**src/rtl/timer_pkg.sv**
```systemverilog
// Register map, field layouts, modes and reset values of the dual-channel capture and PWM timer.
package timer_pkg;

	localparam int ADDR_W = 8;

	// Byte offsets of the word registers on the bus.
	localparam logic [7:0] OFF_CTRL    = 8'h00;
	localparam logic [7:0] OFF_CLR0    = 8'h04;
	localparam logic [7:0] OFF_CLR1    = 8'h08;
	localparam logic [7:0] OFF_IO0     = 8'h0C;
	localparam logic [7:0] OFF_IO1     = 8'h10;
	localparam logic [7:0] OFF_OUTINIT = 8'h14;
	localparam logic [7:0] OFF_POL     = 8'h18;
	localparam logic [7:0] OFF_STATUS  = 8'h1C;
	localparam logic [7:0] OFF_CNT0    = 8'h20;
	localparam logic [7:0] OFF_CNT1    = 8'h24;
	localparam logic [7:0] OFF_GR_BASE = 8'h30;

	localparam logic [1:0] RESP_OKAY   = 2'h0;
	localparam logic [1:0] RESP_SLVERR = 2'h2;

	// Per-pin capture field: edge select in the low two bits, enable above.
	localparam logic [1:0] EDGE_RISE  = 2'h1;
	localparam logic [1:0] EDGE_FALL  = 2'h2;
	localparam logic [1:0] EDGE_BOTH  = 2'h3;
	localparam int         IO_FIELD_W = 4;
	localparam int         CAP_EN_BIT = 2;

	localparam int PINS_PER_CH = 4;
	localparam int NUM_PINS    = 8;
	localparam int TOGGLE_PIN  = 2;
	localparam int PHASE_NORM_PIN [3] = '{1, 4, 5};
	localparam int PHASE_CNTR_PIN [3] = '{3, 6, 7};
	localparam int PHASE_CP_REG   [3] = '{1, 4, 5};

	typedef enum logic [1:0] {MODE_TIMER, MODE_PWM, MODE_RSYNC, MODE_COMPL} mode_t;
	typedef enum logic [1:0] {CLR_NONE, CLR_A, CLR_B, CLR_SYNC} clr_src_t;

	typedef struct packed {
		logic       counter_phase_level_select;
		logic       normal_phase_level_select;
		mode_t      mode;
		logic       sync;
		logic [1:0] start;
	} ctrl_t;

	localparam ctrl_t       CTRL_RST    = '0;
	localparam logic [15:0] CNT_RST     = 16'h0000;
	localparam logic [15:0] GR_RST      = 16'hFFFF;
	localparam logic [15:0] IO_RST      = 16'h0000;
	localparam logic [15:0] OUTINIT_RST = 16'h0000;
	localparam logic [7:0]  POL_RST     = 8'h00;
	localparam logic [7:0]  TAKEN_OE    = 8'hFE;

endpackage

```
**src/rtl/dual_channel_capture_pwm_timer.sv**
```systemverilog
// Two-channel 16-bit capture and PWM timer with an AXI4-Lite register slave.
//
// The AXI4-Lite slave port and the register addresses were chosen for this implementation.
`timescale 1ns/1ps
`default_nettype none

module dual_channel_capture_pwm_timer #(
	parameter int CW = 16
) (
	input  wire logic        aclk,
	input  wire logic        aresetn,
	input  wire logic [7:0]  s_axi_awaddr,
	input  wire logic        s_axi_awvalid,
	output logic             s_axi_awready,
	input  wire logic [31:0] s_axi_wdata,
	input  wire logic [3:0]  s_axi_wstrb,
	input  wire logic        s_axi_wvalid,
	output logic             s_axi_wready,
	output logic [1:0]       s_axi_bresp,
	output logic             s_axi_bvalid,
	input  wire logic        s_axi_bready,
	input  wire logic [7:0]  s_axi_araddr,
	input  wire logic        s_axi_arvalid,
	output logic             s_axi_arready,
	output logic [31:0]      s_axi_rdata,
	output logic [1:0]       s_axi_rresp,
	output logic             s_axi_rvalid,
	input  wire logic        s_axi_rready,
	input  wire logic [7:0]  pin_in,
	output logic [7:0]       pin_out,
	output logic [7:0]       pin_oe
);

	timer_pkg::ctrl_t    ctrl_reg;
	timer_pkg::clr_src_t clr_src_reg [2];
	logic [15:0]         io_ctrl_reg [2];
	logic [15:0]         outinit_reg;
	logic [7:0]          pol_reg;
	logic [CW-1:0]       cnt_reg     [2];
	logic [CW-1:0]       gr_reg      [8];
	logic [7:0]          pin_prev_reg;
	logic [2:0]          phase_reg;
	logic                dir_down_reg;
	logic [7:0]          aw_addr_reg;
	logic                aw_full_reg;
	logic [31:0]         w_data_reg;
	logic [3:0]          w_strb_reg;
	logic                w_full_reg;

	logic [1:0]    tick;
	logic [7:0]    match;
	logic [7:0]    capture;
	logic [1:0]    own_clear;
	logic [1:0]    sync_clear;
	logic          turn_down;
	logic          turn_up;
	logic          dir_eff;
	logic          wr_go;
	logic [7:0]    waddr;
	logic          wr_hit;
	logic [1:0]    wr_cnt;
	logic [7:0]    wr_gr;
	logic [CW-1:0] cnt_wval;
	logic [31:0]   rd_word;
	logic          rd_ok;
	logic [7:0]    pin_out_next;
	logic [7:0]    pin_oe_next;
	logic [2:0]    phase_next;
	logic          dir_down_next;

	// Byte-lane merge of a write into an existing register word.
	function automatic logic [31:0] merge_bytes(input logic [31:0] old_v,
		input logic [31:0] new_v, input logic [3:0] strb);
		logic [31:0] r;
		r = old_v;
		for (int b = 0; b < 4; b++) begin
			if (strb[b]) begin
				r[8*b +: 8] = new_v[8*b +: 8];
			end
		end
		return r;
	endfunction

	// Zero extension of a counter-width value to a bus word.
	function automatic logic [31:0] pad(input logic [CW-1:0] v);
		return {{(32-CW){1'b0}}, v};
	endfunction

	// The level select picks active-high when set, active-low when clear.
	function automatic logic level(input logic active, input logic sel);
		return sel ? active : ~active;
	endfunction

	assign tick = ctrl_reg.start;

	// Compare and capture per pin; a counter that is stopped never matches, so a match
	// marks the last cycle at the matching value while the count moves on.
	always_comb begin
		logic [CW-1:0] src;
		logic          tk;
		logic          taken;
		logic [3:0]    cfg;
		logic          rise;
		logic          fall;
		logic          hit;
		src   = '0;
		tk    = 1'b0;
		taken = 1'b0;
		cfg   = '0;
		rise  = 1'b0;
		fall  = 1'b0;
		hit   = 1'b0;
		for (int i = 0; i < timer_pkg::NUM_PINS; i++) begin
			if (i >= timer_pkg::PINS_PER_CH && ctrl_reg.mode != timer_pkg::MODE_RSYNC) begin
				src = cnt_reg[1];
				tk  = tick[1];
			end else begin
				src = cnt_reg[0];
				tk  = tick[0];
			end
			match[i] = tk && (src == gr_reg[i]);
			taken = ((ctrl_reg.mode == timer_pkg::MODE_RSYNC ||
				ctrl_reg.mode == timer_pkg::MODE_COMPL) && i != 0) ||
				(ctrl_reg.mode == timer_pkg::MODE_PWM && outinit_reg[8+i] &&
				(i % timer_pkg::PINS_PER_CH) != 0);
			cfg  = io_ctrl_reg[i/timer_pkg::PINS_PER_CH][(i%timer_pkg::PINS_PER_CH)*
				timer_pkg::IO_FIELD_W +: timer_pkg::IO_FIELD_W];
			rise = pin_in[i] && !pin_prev_reg[i];
			fall = !pin_in[i] && pin_prev_reg[i];
			hit  = (cfg[1:0] == timer_pkg::EDGE_RISE && rise) ||
				(cfg[1:0] == timer_pkg::EDGE_FALL && fall) ||
				(cfg[1:0] == timer_pkg::EDGE_BOTH && (rise || fall));
			capture[i] = !taken && cfg[timer_pkg::CAP_EN_BIT] && hit;
		end
	end

	// Clearing sources, synchronous clearing and the up/down turnaround.
	always_comb begin
		for (int c = 0; c < 2; c++) begin
			own_clear[c] = (clr_src_reg[c] == timer_pkg::CLR_A &&
				(match[c*4] || capture[c*4])) ||
				(clr_src_reg[c] == timer_pkg::CLR_B &&
				(match[c*4+1] || capture[c*4+1]));
		end
		if (ctrl_reg.mode == timer_pkg::MODE_RSYNC) begin
			own_clear[0] = match[0];
		end
		if (ctrl_reg.mode == timer_pkg::MODE_COMPL) begin
			own_clear = 2'b00;
		end
		sync_clear[0] = ctrl_reg.sync && clr_src_reg[0] == timer_pkg::CLR_SYNC && own_clear[1];
		sync_clear[1] = ctrl_reg.sync && clr_src_reg[1] == timer_pkg::CLR_SYNC && own_clear[0];
		turn_down = ctrl_reg.mode == timer_pkg::MODE_COMPL && !dir_down_reg && match[0];
		turn_up   = ctrl_reg.mode == timer_pkg::MODE_COMPL && dir_down_reg && tick[1] &&
			cnt_reg[1] == '0;
		dir_eff   = turn_down ? 1'b1 : (turn_up ? 1'b0 : dir_down_reg);
		dir_down_next = (ctrl_reg.mode == timer_pkg::MODE_COMPL) ? dir_eff : 1'b0;
	end

	// Write decode; a write happens once both address and data are held.
	always_comb begin
		waddr    = {aw_addr_reg[7:2], 2'b00};
		wr_go    = aw_full_reg && w_full_reg && !s_axi_bvalid;
		wr_cnt   = {wr_go && waddr == timer_pkg::OFF_CNT1, wr_go && waddr == timer_pkg::OFF_CNT0};
		cnt_wval = CW'(merge_bytes(pad(cnt_reg[wr_cnt[1]]), w_data_reg, w_strb_reg));
		wr_hit   = waddr <= timer_pkg::OFF_CNT1 || (waddr >= timer_pkg::OFF_GR_BASE &&
			waddr < timer_pkg::OFF_GR_BASE + 8'h20);
		for (int i = 0; i < 8; i++) begin
			wr_gr[i] = wr_go && waddr == timer_pkg::OFF_GR_BASE + 8'(4 * i);
		end
	end

	// Counters: a software preset wins over counting for that cycle.
	always_ff @(posedge aclk) begin
		if (!aresetn) begin
			cnt_reg[0] <= timer_pkg::CNT_RST[CW-1:0];
			cnt_reg[1] <= timer_pkg::CNT_RST[CW-1:0];
		end else begin
			for (int k = 0; k < 2; k++) begin
				if (wr_cnt[k] || (ctrl_reg.sync && wr_cnt[1-k])) begin
					cnt_reg[k] <= cnt_wval;
				end else if (tick[k]) begin
					if (ctrl_reg.mode == timer_pkg::MODE_COMPL) begin
						cnt_reg[k] <= dir_eff ? cnt_reg[k] - CW'(1) : cnt_reg[k] + CW'(1);
					end else if (own_clear[k] || sync_clear[k]) begin
						cnt_reg[k] <= '0;
					end else begin
						cnt_reg[k] <= cnt_reg[k] + CW'(1);
					end
				end
			end
		end
	end

	// General registers; a capture in the same cycle as a write keeps the capture.
	always_ff @(posedge aclk) begin
		if (!aresetn) begin
			for (int i = 0; i < 8; i++) begin
				gr_reg[i] <= timer_pkg::GR_RST[CW-1:0];
			end
		end else begin
			for (int i = 0; i < 8; i++) begin
				if (capture[i]) begin
					gr_reg[i] <= cnt_reg[i/timer_pkg::PINS_PER_CH];
				end else if (wr_gr[i]) begin
					gr_reg[i] <= CW'(merge_bytes(pad(gr_reg[i]), w_data_reg, w_strb_reg));
				end
			end
		end
	end

	// Configuration registers written by software.
	always_ff @(posedge aclk) begin
		if (!aresetn) begin
			ctrl_reg       <= timer_pkg::CTRL_RST;
			clr_src_reg[0] <= timer_pkg::CLR_NONE;
			clr_src_reg[1] <= timer_pkg::CLR_NONE;
			io_ctrl_reg[0] <= timer_pkg::IO_RST;
			io_ctrl_reg[1] <= timer_pkg::IO_RST;
			outinit_reg    <= timer_pkg::OUTINIT_RST;
			pol_reg        <= timer_pkg::POL_RST;
		end else if (wr_go) begin
			case (waddr)
				timer_pkg::OFF_CTRL: begin
					ctrl_reg <= timer_pkg::ctrl_t'(7'(merge_bytes(32'(ctrl_reg), w_data_reg,
						w_strb_reg)));
				end
				timer_pkg::OFF_CLR0: begin
					clr_src_reg[0] <= timer_pkg::clr_src_t'(w_strb_reg[0] ? w_data_reg[1:0] :
						clr_src_reg[0]);
				end
				timer_pkg::OFF_CLR1: begin
					clr_src_reg[1] <= timer_pkg::clr_src_t'(w_strb_reg[0] ? w_data_reg[1:0] :
						clr_src_reg[1]);
				end
				timer_pkg::OFF_IO0: begin
					io_ctrl_reg[0] <= 16'(merge_bytes(32'(io_ctrl_reg[0]), w_data_reg, w_strb_reg));
				end
				timer_pkg::OFF_IO1: begin
					io_ctrl_reg[1] <= 16'(merge_bytes(32'(io_ctrl_reg[1]), w_data_reg, w_strb_reg));
				end
				timer_pkg::OFF_OUTINIT: begin
					outinit_reg <= 16'(merge_bytes(32'(outinit_reg), w_data_reg, w_strb_reg));
				end
				timer_pkg::OFF_POL: begin
					pol_reg <= w_strb_reg[0] ? w_data_reg[7:0] : pol_reg;
				end
				default: begin
				end
			endcase
		end
	end

	// Next pin levels for each mode; timer mode leaves the pins undriven.
	always_comb begin
		logic [CW-1:0] cp;
		logic          pn;
		logic          pc;
		cp           = '0;
		pn           = 1'b0;
		pc           = 1'b0;
		pin_out_next = pin_out;
		pin_oe_next  = '0;
		phase_next   = phase_reg;
		case (ctrl_reg.mode)
			timer_pkg::MODE_PWM: begin
				for (int i = 0; i < timer_pkg::NUM_PINS; i++) begin
					if ((i % timer_pkg::PINS_PER_CH) != 0 && outinit_reg[8+i]) begin
						pin_oe_next[i] = 1'b1;
						if (!tick[i/timer_pkg::PINS_PER_CH]) begin
							pin_out_next[i] = ~(outinit_reg[i] ^ pol_reg[i]);
						end else if (match[i]) begin
							pin_out_next[i] = pol_reg[i];
						end else if (match[(i/timer_pkg::PINS_PER_CH)*timer_pkg::PINS_PER_CH]) begin
							pin_out_next[i] = ~pol_reg[i];
						end
					end
				end
			end
			timer_pkg::MODE_RSYNC: begin
				pin_oe_next = timer_pkg::TAKEN_OE;
				if (match[0]) begin
					phase_next = 3'b111;
					pin_out_next[timer_pkg::TOGGLE_PIN] = ~pin_out[timer_pkg::TOGGLE_PIN];
				end else begin
					for (int k = 0; k < 3; k++) begin
						if (match[timer_pkg::PHASE_CP_REG[k]]) begin
							phase_next[k] = 1'b0;
						end
					end
				end
				for (int k = 0; k < 3; k++) begin
					pin_out_next[timer_pkg::PHASE_NORM_PIN[k]] = level(phase_next[k],
						ctrl_reg.normal_phase_level_select);
					pin_out_next[timer_pkg::PHASE_CNTR_PIN[k]] = level(~phase_next[k],
						ctrl_reg.counter_phase_level_select);
				end
			end
			timer_pkg::MODE_COMPL: begin
				pin_oe_next = timer_pkg::TAKEN_OE;
				if (turn_down) begin
					pin_out_next[timer_pkg::TOGGLE_PIN] = ~pin_out[timer_pkg::TOGGLE_PIN];
				end
				// The counter-phase looks at the leading counter and the normal phase at the
				// lagging one, so the gap between the two counts keeps the pair apart.
				for (int k = 0; k < 3; k++) begin
					cp = gr_reg[timer_pkg::PHASE_CP_REG[k]];
					pn = cnt_reg[1] > cp;
					pc = cnt_reg[0] < cp;
					pin_out_next[timer_pkg::PHASE_NORM_PIN[k]] = level(pn,
						ctrl_reg.normal_phase_level_select);
					pin_out_next[timer_pkg::PHASE_CNTR_PIN[k]] = level(pc,
						ctrl_reg.counter_phase_level_select);
				end
			end
			default: begin
			end
		endcase
	end

	// Pin state, edge history, phase and count direction.
	always_ff @(posedge aclk) begin
		if (!aresetn) begin
			pin_out      <= '0;
			pin_oe       <= '0;
			pin_prev_reg <= '0;
			phase_reg    <= '0;
			dir_down_reg <= 1'b0;
		end else begin
			pin_out      <= pin_out_next;
			pin_oe       <= pin_oe_next;
			pin_prev_reg <= pin_in;
			phase_reg    <= phase_next;
			dir_down_reg <= dir_down_next;
		end
	end

	// Write channels; address and data are taken in either order, held until the response.
	always_ff @(posedge aclk) begin
		if (!aresetn) begin
			s_axi_awready <= 1'b1;
			s_axi_wready  <= 1'b1;
			s_axi_bvalid  <= 1'b0;
			s_axi_bresp   <= timer_pkg::RESP_OKAY;
			aw_full_reg   <= 1'b0;
			w_full_reg    <= 1'b0;
			aw_addr_reg   <= '0;
			w_data_reg    <= '0;
			w_strb_reg    <= '0;
		end else begin
			if (s_axi_awvalid && s_axi_awready) begin
				aw_addr_reg   <= s_axi_awaddr;
				aw_full_reg   <= 1'b1;
				s_axi_awready <= 1'b0;
			end
			if (s_axi_wvalid && s_axi_wready) begin
				w_data_reg   <= s_axi_wdata;
				w_strb_reg   <= s_axi_wstrb;
				w_full_reg   <= 1'b1;
				s_axi_wready <= 1'b0;
			end
			if (wr_go) begin
				aw_full_reg  <= 1'b0;
				w_full_reg   <= 1'b0;
				s_axi_bvalid <= 1'b1;
				s_axi_bresp  <= wr_hit ? timer_pkg::RESP_OKAY : timer_pkg::RESP_SLVERR;
			end
			if (s_axi_bvalid && s_axi_bready) begin
				s_axi_bvalid  <= 1'b0;
				s_axi_awready <= 1'b1;
				s_axi_wready  <= 1'b1;
			end
		end
	end

	// Read decode; the status word shows live pin and direction state.
	always_comb begin
		logic [7:0] ra;
		ra      = {s_axi_araddr[7:2], 2'b00};
		rd_word = '0;
		rd_ok   = 1'b1;
		case (ra)
			timer_pkg::OFF_CTRL:    rd_word = 32'(ctrl_reg);
			timer_pkg::OFF_CLR0:    rd_word = 32'(clr_src_reg[0]);
			timer_pkg::OFF_CLR1:    rd_word = 32'(clr_src_reg[1]);
			timer_pkg::OFF_IO0:     rd_word = 32'(io_ctrl_reg[0]);
			timer_pkg::OFF_IO1:     rd_word = 32'(io_ctrl_reg[1]);
			timer_pkg::OFF_OUTINIT: rd_word = 32'(outinit_reg);
			timer_pkg::OFF_POL:     rd_word = 32'(pol_reg);
			timer_pkg::OFF_STATUS:  rd_word = {15'h0000, dir_down_reg, pin_prev_reg, pin_out};
			timer_pkg::OFF_CNT0:    rd_word = pad(cnt_reg[0]);
			timer_pkg::OFF_CNT1:    rd_word = pad(cnt_reg[1]);
			default: begin
				rd_ok = 1'b0;
				for (int i = 0; i < 8; i++) begin
					if (ra == timer_pkg::OFF_GR_BASE + 8'(4 * i)) begin
						rd_word = pad(gr_reg[i]);
						rd_ok   = 1'b1;
					end
				end
			end
		endcase
	end

	// Read channel: one answer per address, data held until taken.
	always_ff @(posedge aclk) begin
		if (!aresetn) begin
			s_axi_arready <= 1'b1;
			s_axi_rvalid  <= 1'b0;
			s_axi_rdata   <= '0;
			s_axi_rresp   <= timer_pkg::RESP_OKAY;
		end else if (s_axi_arvalid && s_axi_arready) begin
			s_axi_arready <= 1'b0;
			s_axi_rvalid  <= 1'b1;
			s_axi_rdata   <= rd_word;
			s_axi_rresp   <= rd_ok ? timer_pkg::RESP_OKAY : timer_pkg::RESP_SLVERR;
		end else if (s_axi_rvalid && s_axi_rready) begin
			s_axi_rvalid  <= 1'b0;
			s_axi_arready <= 1'b1;
		end
	end

endmodule

`default_nettype wire

```
**config.mk**
```make
export PLATFORM = sky130hd
export DESIGN_NAME = dual_channel_capture_pwm_timer
export DESIGN_NICKNAME = d
export VERILOG_FILES = /design/src/rtl/timer_pkg.sv /design/src/rtl/dual_channel_capture_pwm_timer.sv
export SDC_FILE = /design/constraint.sdc
export NUM_CORES = 1
export LEC_CHECK = 0
export ABC_AREA = 1
export ABC_CLOCK_PERIOD_IN_PS = 3700
export BUFFER_PORTS_ARGS = -buffer_cell sky130_fd_sc_hd__buf_2
export CORE_MARGIN = 5
export CORE_UTILIZATION = 38
export CTS_CLUSTER_SIZE = 28
export DETAILED_ROUTE_END_ITERATION = 12
export HOLD_SLACK_MARGIN = 0.02
export SYNTH_ARGS = -nofsm -noshare
export SYNTH_HDL_FRONTEND = slang
export SYNTH_SLANG_ARGS = --single-unit
```
**constraint.sdc**
```tcl
create_clock -name aclk -period 3.7 [get_ports aclk]
set_input_delay 0.37 -clock aclk [delete_from_list [all_inputs] [get_ports aclk]]
set_output_delay 0.37 -clock aclk [all_outputs]
set_load 0.02 [all_outputs]
```
==> results.md <==
* H-Tree Level Count at 2
* Dpl hpwl at approximately 78 mm
* Sink Count at 303
* Hold crit path type: in2reg
* Final setup skew at 22.87 ps
* Row Count at 86
* CTS tree: built
* Clock root buffer: clkbuf_16
* Die area at 60540 µm²
* Post-synthesis mux area share at 0%
* Comb pwr share at a little over an eighth
* Syn Area/Cell at 7.401 µm²
* Sw Pwr at 2.553 mW
* Synthesis-stage register bit count at 303
* Drt first pass iters at 6
* WHS Path Cells at 3
* Status: completed
* PnR worst setup slack at 185.7 ps
* GRT Residual Overflow at 0
* CP max FO at 16
* Synth Area in Simple Gates at 22.38%
* Slew Viols, Final at 0
* Die width at roughly 250 µm
* EDFF count, synth at 196
* CP endpoint kind: flip-flop
* Post-Syn Area at 21170 µm²
* Setup Crit Path Kind: reg2reg
* Ys Warns at 0
* Max Cap Viol at 0
* GRT Overall Usage at about 33%
* Post-Synth XOR/XNOR Area at 3.020%
* Initial antenna violation count at 5
* Adder-Cell Fraction of Synth Area at 6.736%
* Worst Setup Slack post-DPL at ~280 ps
* I/O pin count at 124
* Startpoint Class: flip-flop
* Starting density of the core at 38.36%
* Final hold viol count at 0
* Design area at 24210 µm²
* CTS max path bufs at 3
* Switch share at 29.38%
* Largest family of logic cells by synthesized area: simple AND/OR/NAND/NOR gates
* Clock Latency Late Sink at 570 ps
* Endpoints failing setup at 0
* Peak supply drop at 0.3976 mV
* Core area at 55200 µm²
* F_max at between 200 and 300 MHz
* Layout cell share with drive strength beyond 1 at between 10% and 20%
* CTS buffer count at 38
* Worst Tran Pin Value at 1370 ps
* # DRC at 0
* Total number of vias at 22490
* Worst-case reg-to-reg path depth at 15
* Setup Fix Bufs, Post-CTS at 0
* Nets at 3177
* DR WL/cell at 27.14 µm
* Largest net degree at the start of global routing at 83
* DRT antenna net count at 0
* Max FFs per register at 128
* First-pass GRT wire length at around 140 mm
* Vias in the first global route at 20550
* IO buf count at 82
* Synth Area in Compound Gates at between 20 and 25%
* Worst EP required at 4120 ps
* Internal at 6.136 mW
* Sequential Power Share at 44.5%
* Sequential share of the synthesized area at 37.91%
* Iter 0 DRT Violations at 3054
* Post-Syn Instances at 2861
* Async set or reset register ratio after synthesis at 0%
* Placed cell areas at 22970 µm²
* Power Density at 358.9 nW/µm²
* P_leak at between 10 and 15 nW
* Synth-to-layout area growth at 14.34%
* Clock share of power at 42.5%
* Tcrit/Tclk final at a little over nine tenths
* Final wirelength at 102.5 mm
* Routability congestion estimate at 1.086
* Slew HR at 8.361%
* WP data arrival at 3930 ps
* Final critical-path required period at about 3500 ps
* Clk slew on worst S/H paths at 60 ps
* Routed vias/inst at 5.958
* Top FF cell, synth: edfxtp_1
* Setup TNS at 0 ps
* Distinct cells, synth at 57
* Die height at 246.1 µm
* RSZ-0062 raised after global routing: false
==> worst max-delay path: stages (launching register included) <==
cell and delay, ps:
edfxtp_1 570, inv_1 450, nand2_1 100, nand2_1 80, nor2_1 40, nand2_1 60, nor2_1 90, nand3_2 130
nand2_1 70, nand2_1 60, nand2_1 50, nand2_1 90, nand2_1 140, nor2_1 1040, nand3_1 180, a21oi_1 200
==> per-stage QoR <==
step | hold WS (ps) | power [mW] | util (%) | std cells
after CTS | 21.48 | 8.668 | 43.84 | 3773
final | 36.70 | 8.689 | 43.86 | 3775
after floorplan | 452.4 | 4.473 | - | 2879
after global placement | 455.9 | 5.012 | 41.62 | 3701
after global routing | 55.95 | 8.908 | 43.85 | 3773
after detailed placement | 455.8 | 5.023 | 41.62 | 3701
==> layout by cell type, fill, tap and decap left out, types with 13 or more instances in the layout <==
master	count
nor2_1	223
edfxtp_1	196
xor2_1	66
or2_2	22
buf_4	147
o21ai_0	272
o2111ai_1	21
a21oi_1	274
a22oi_1	25
buf_2	81
nand3_1	154
inv_2	18
nor4_1	13
a31oi_1	15
ha_1	114
o211ai_1	14
nor3_1	38
nand4_1	32
clkinv_1	17
dfxtp_1	107
o22ai_1	67
inv_1	319
clkbuf_16	41
conb_1	19
nand2_1	582
==> timing repair <==
item | 4_1_cts | 5_1_grt
setup endpoints to repair | 0 | 2
hold buffers | 3 | 0
endpoints found under the hold margin | 3 | 0
resized for setup | 0 | 1
==> per-layer routing <==
layer  vias up  routed length [µm]  track usage (%)
met5         -                  48                0
met4         6                6439            16.84
met3       315               12610            7.974
met2      1491               43710            49.39
met1     10630               39650            43.25
li1      10050                   -                -
==> cell usage after synthesis, types with 3 or more instances <==
master     number  area share, %
nand2_1       582             10
inv_1         320            5.7
a21oi_1       274            6.5
o21ai_0       272            6.4
nor2_1        223            4.0
edfxtp_1      196             28
nand3_1       154            3.6
ha_1          114            6.7
dfxtp_1       107             10
clkbuf_1       89            1.6
o22ai_1        67            2.0
xor2_1         66            2.7
nor3_1         39           0.92
nand4_1        32           0.95
buf_4          27           0.96
a22oi_1        25           0.89
buf_2          24           0.57
or2_2          22           0.65
o2111ai_1      21           0.87
inv_2          17           0.30
a31oi_1        15           0.44
nor4_1         14           0.41
o211ai_1       14           0.50
buf_1          12           0.21
clkinv_1       12           0.21
nand3b_1       11           0.39
o21bai_1       11           0.39
a211oi_1       10           0.35
o21ai_1        10           0.24
a41oi_1         8           0.33
a2111oi_0       7           0.29
xnor2_1         7           0.29
nand2_2         6           0.18
a21boi_0        4           0.14
a221oi_1        4           0.17
nor3b_1         4           0.14
o21ai_2         4           0.17
o221ai_1        4           0.17
nand2_4         3           0.16
nand3_2         3           0.14
nor2_2          3          0.089
nor3_2          3           0.14
o21a_1          3           0.11
==> final timing paths <==
check	end	slack, ps	start
worst min-delay path	pin_prev_reg[1]$_SDFF_PN0_	40	pin_in[1]
worst max register to register	cnt_reg[0][5]$_SDFFCE_PN0P_	190	cnt_reg[0][11]$_SDFFCE_PN0P_
worst min register to register	s_axi_awready$_SDFFE_PP1P_	470	s_axi_awready$_SDFFE_PP1P_
worst max-delay path	cnt_reg[0][5]$_SDFFCE_PN0P_	190	cnt_reg[0][11]$_SDFFCE_PN0P_
==> power by group through the flow <==
stage | clock network (mW) | registers (mW) | logic [mW]
CTS | 3.71 | 3.86 | 1.10
floorplan | 0 | 3.88 | 0.595
global placement | 0 | 3.92 | 1.09
global route | 3.84 | 3.87 | 1.20
finish | 3.69 | 3.86 | 1.14
detailed placement | 0 | 3.93 | 1.10
==> area by class of cell <==
cell class,count,area (µm²)
tap,748,935.9
clock inverter,13,66.31
inverter,350,1316
fill,5664,30990
clock buffer,56,1132
sequential,303,8028
multi-input combinational,2072,11190
timing repair buffer,231,1539
antenna,2,5.005
==> cell families (layout without fill, tap and decap cells) <==
| logic type | after synthesis | after routing |
|---|---|---|
| buffers and inverters | 504 | 650 |
| and+or+nand+nor | 1104 | 1104 |
| other | 1 | 21 |
| adders and majority gates | 114 | 114 |
| xor gates and xnor gates | 73 | 73 |
| AOI/OAI and AO/OA | 762 | 762 |
| DFF | 303 | 303 |
No activity file was read; power rests on OpenSTA's default activity.
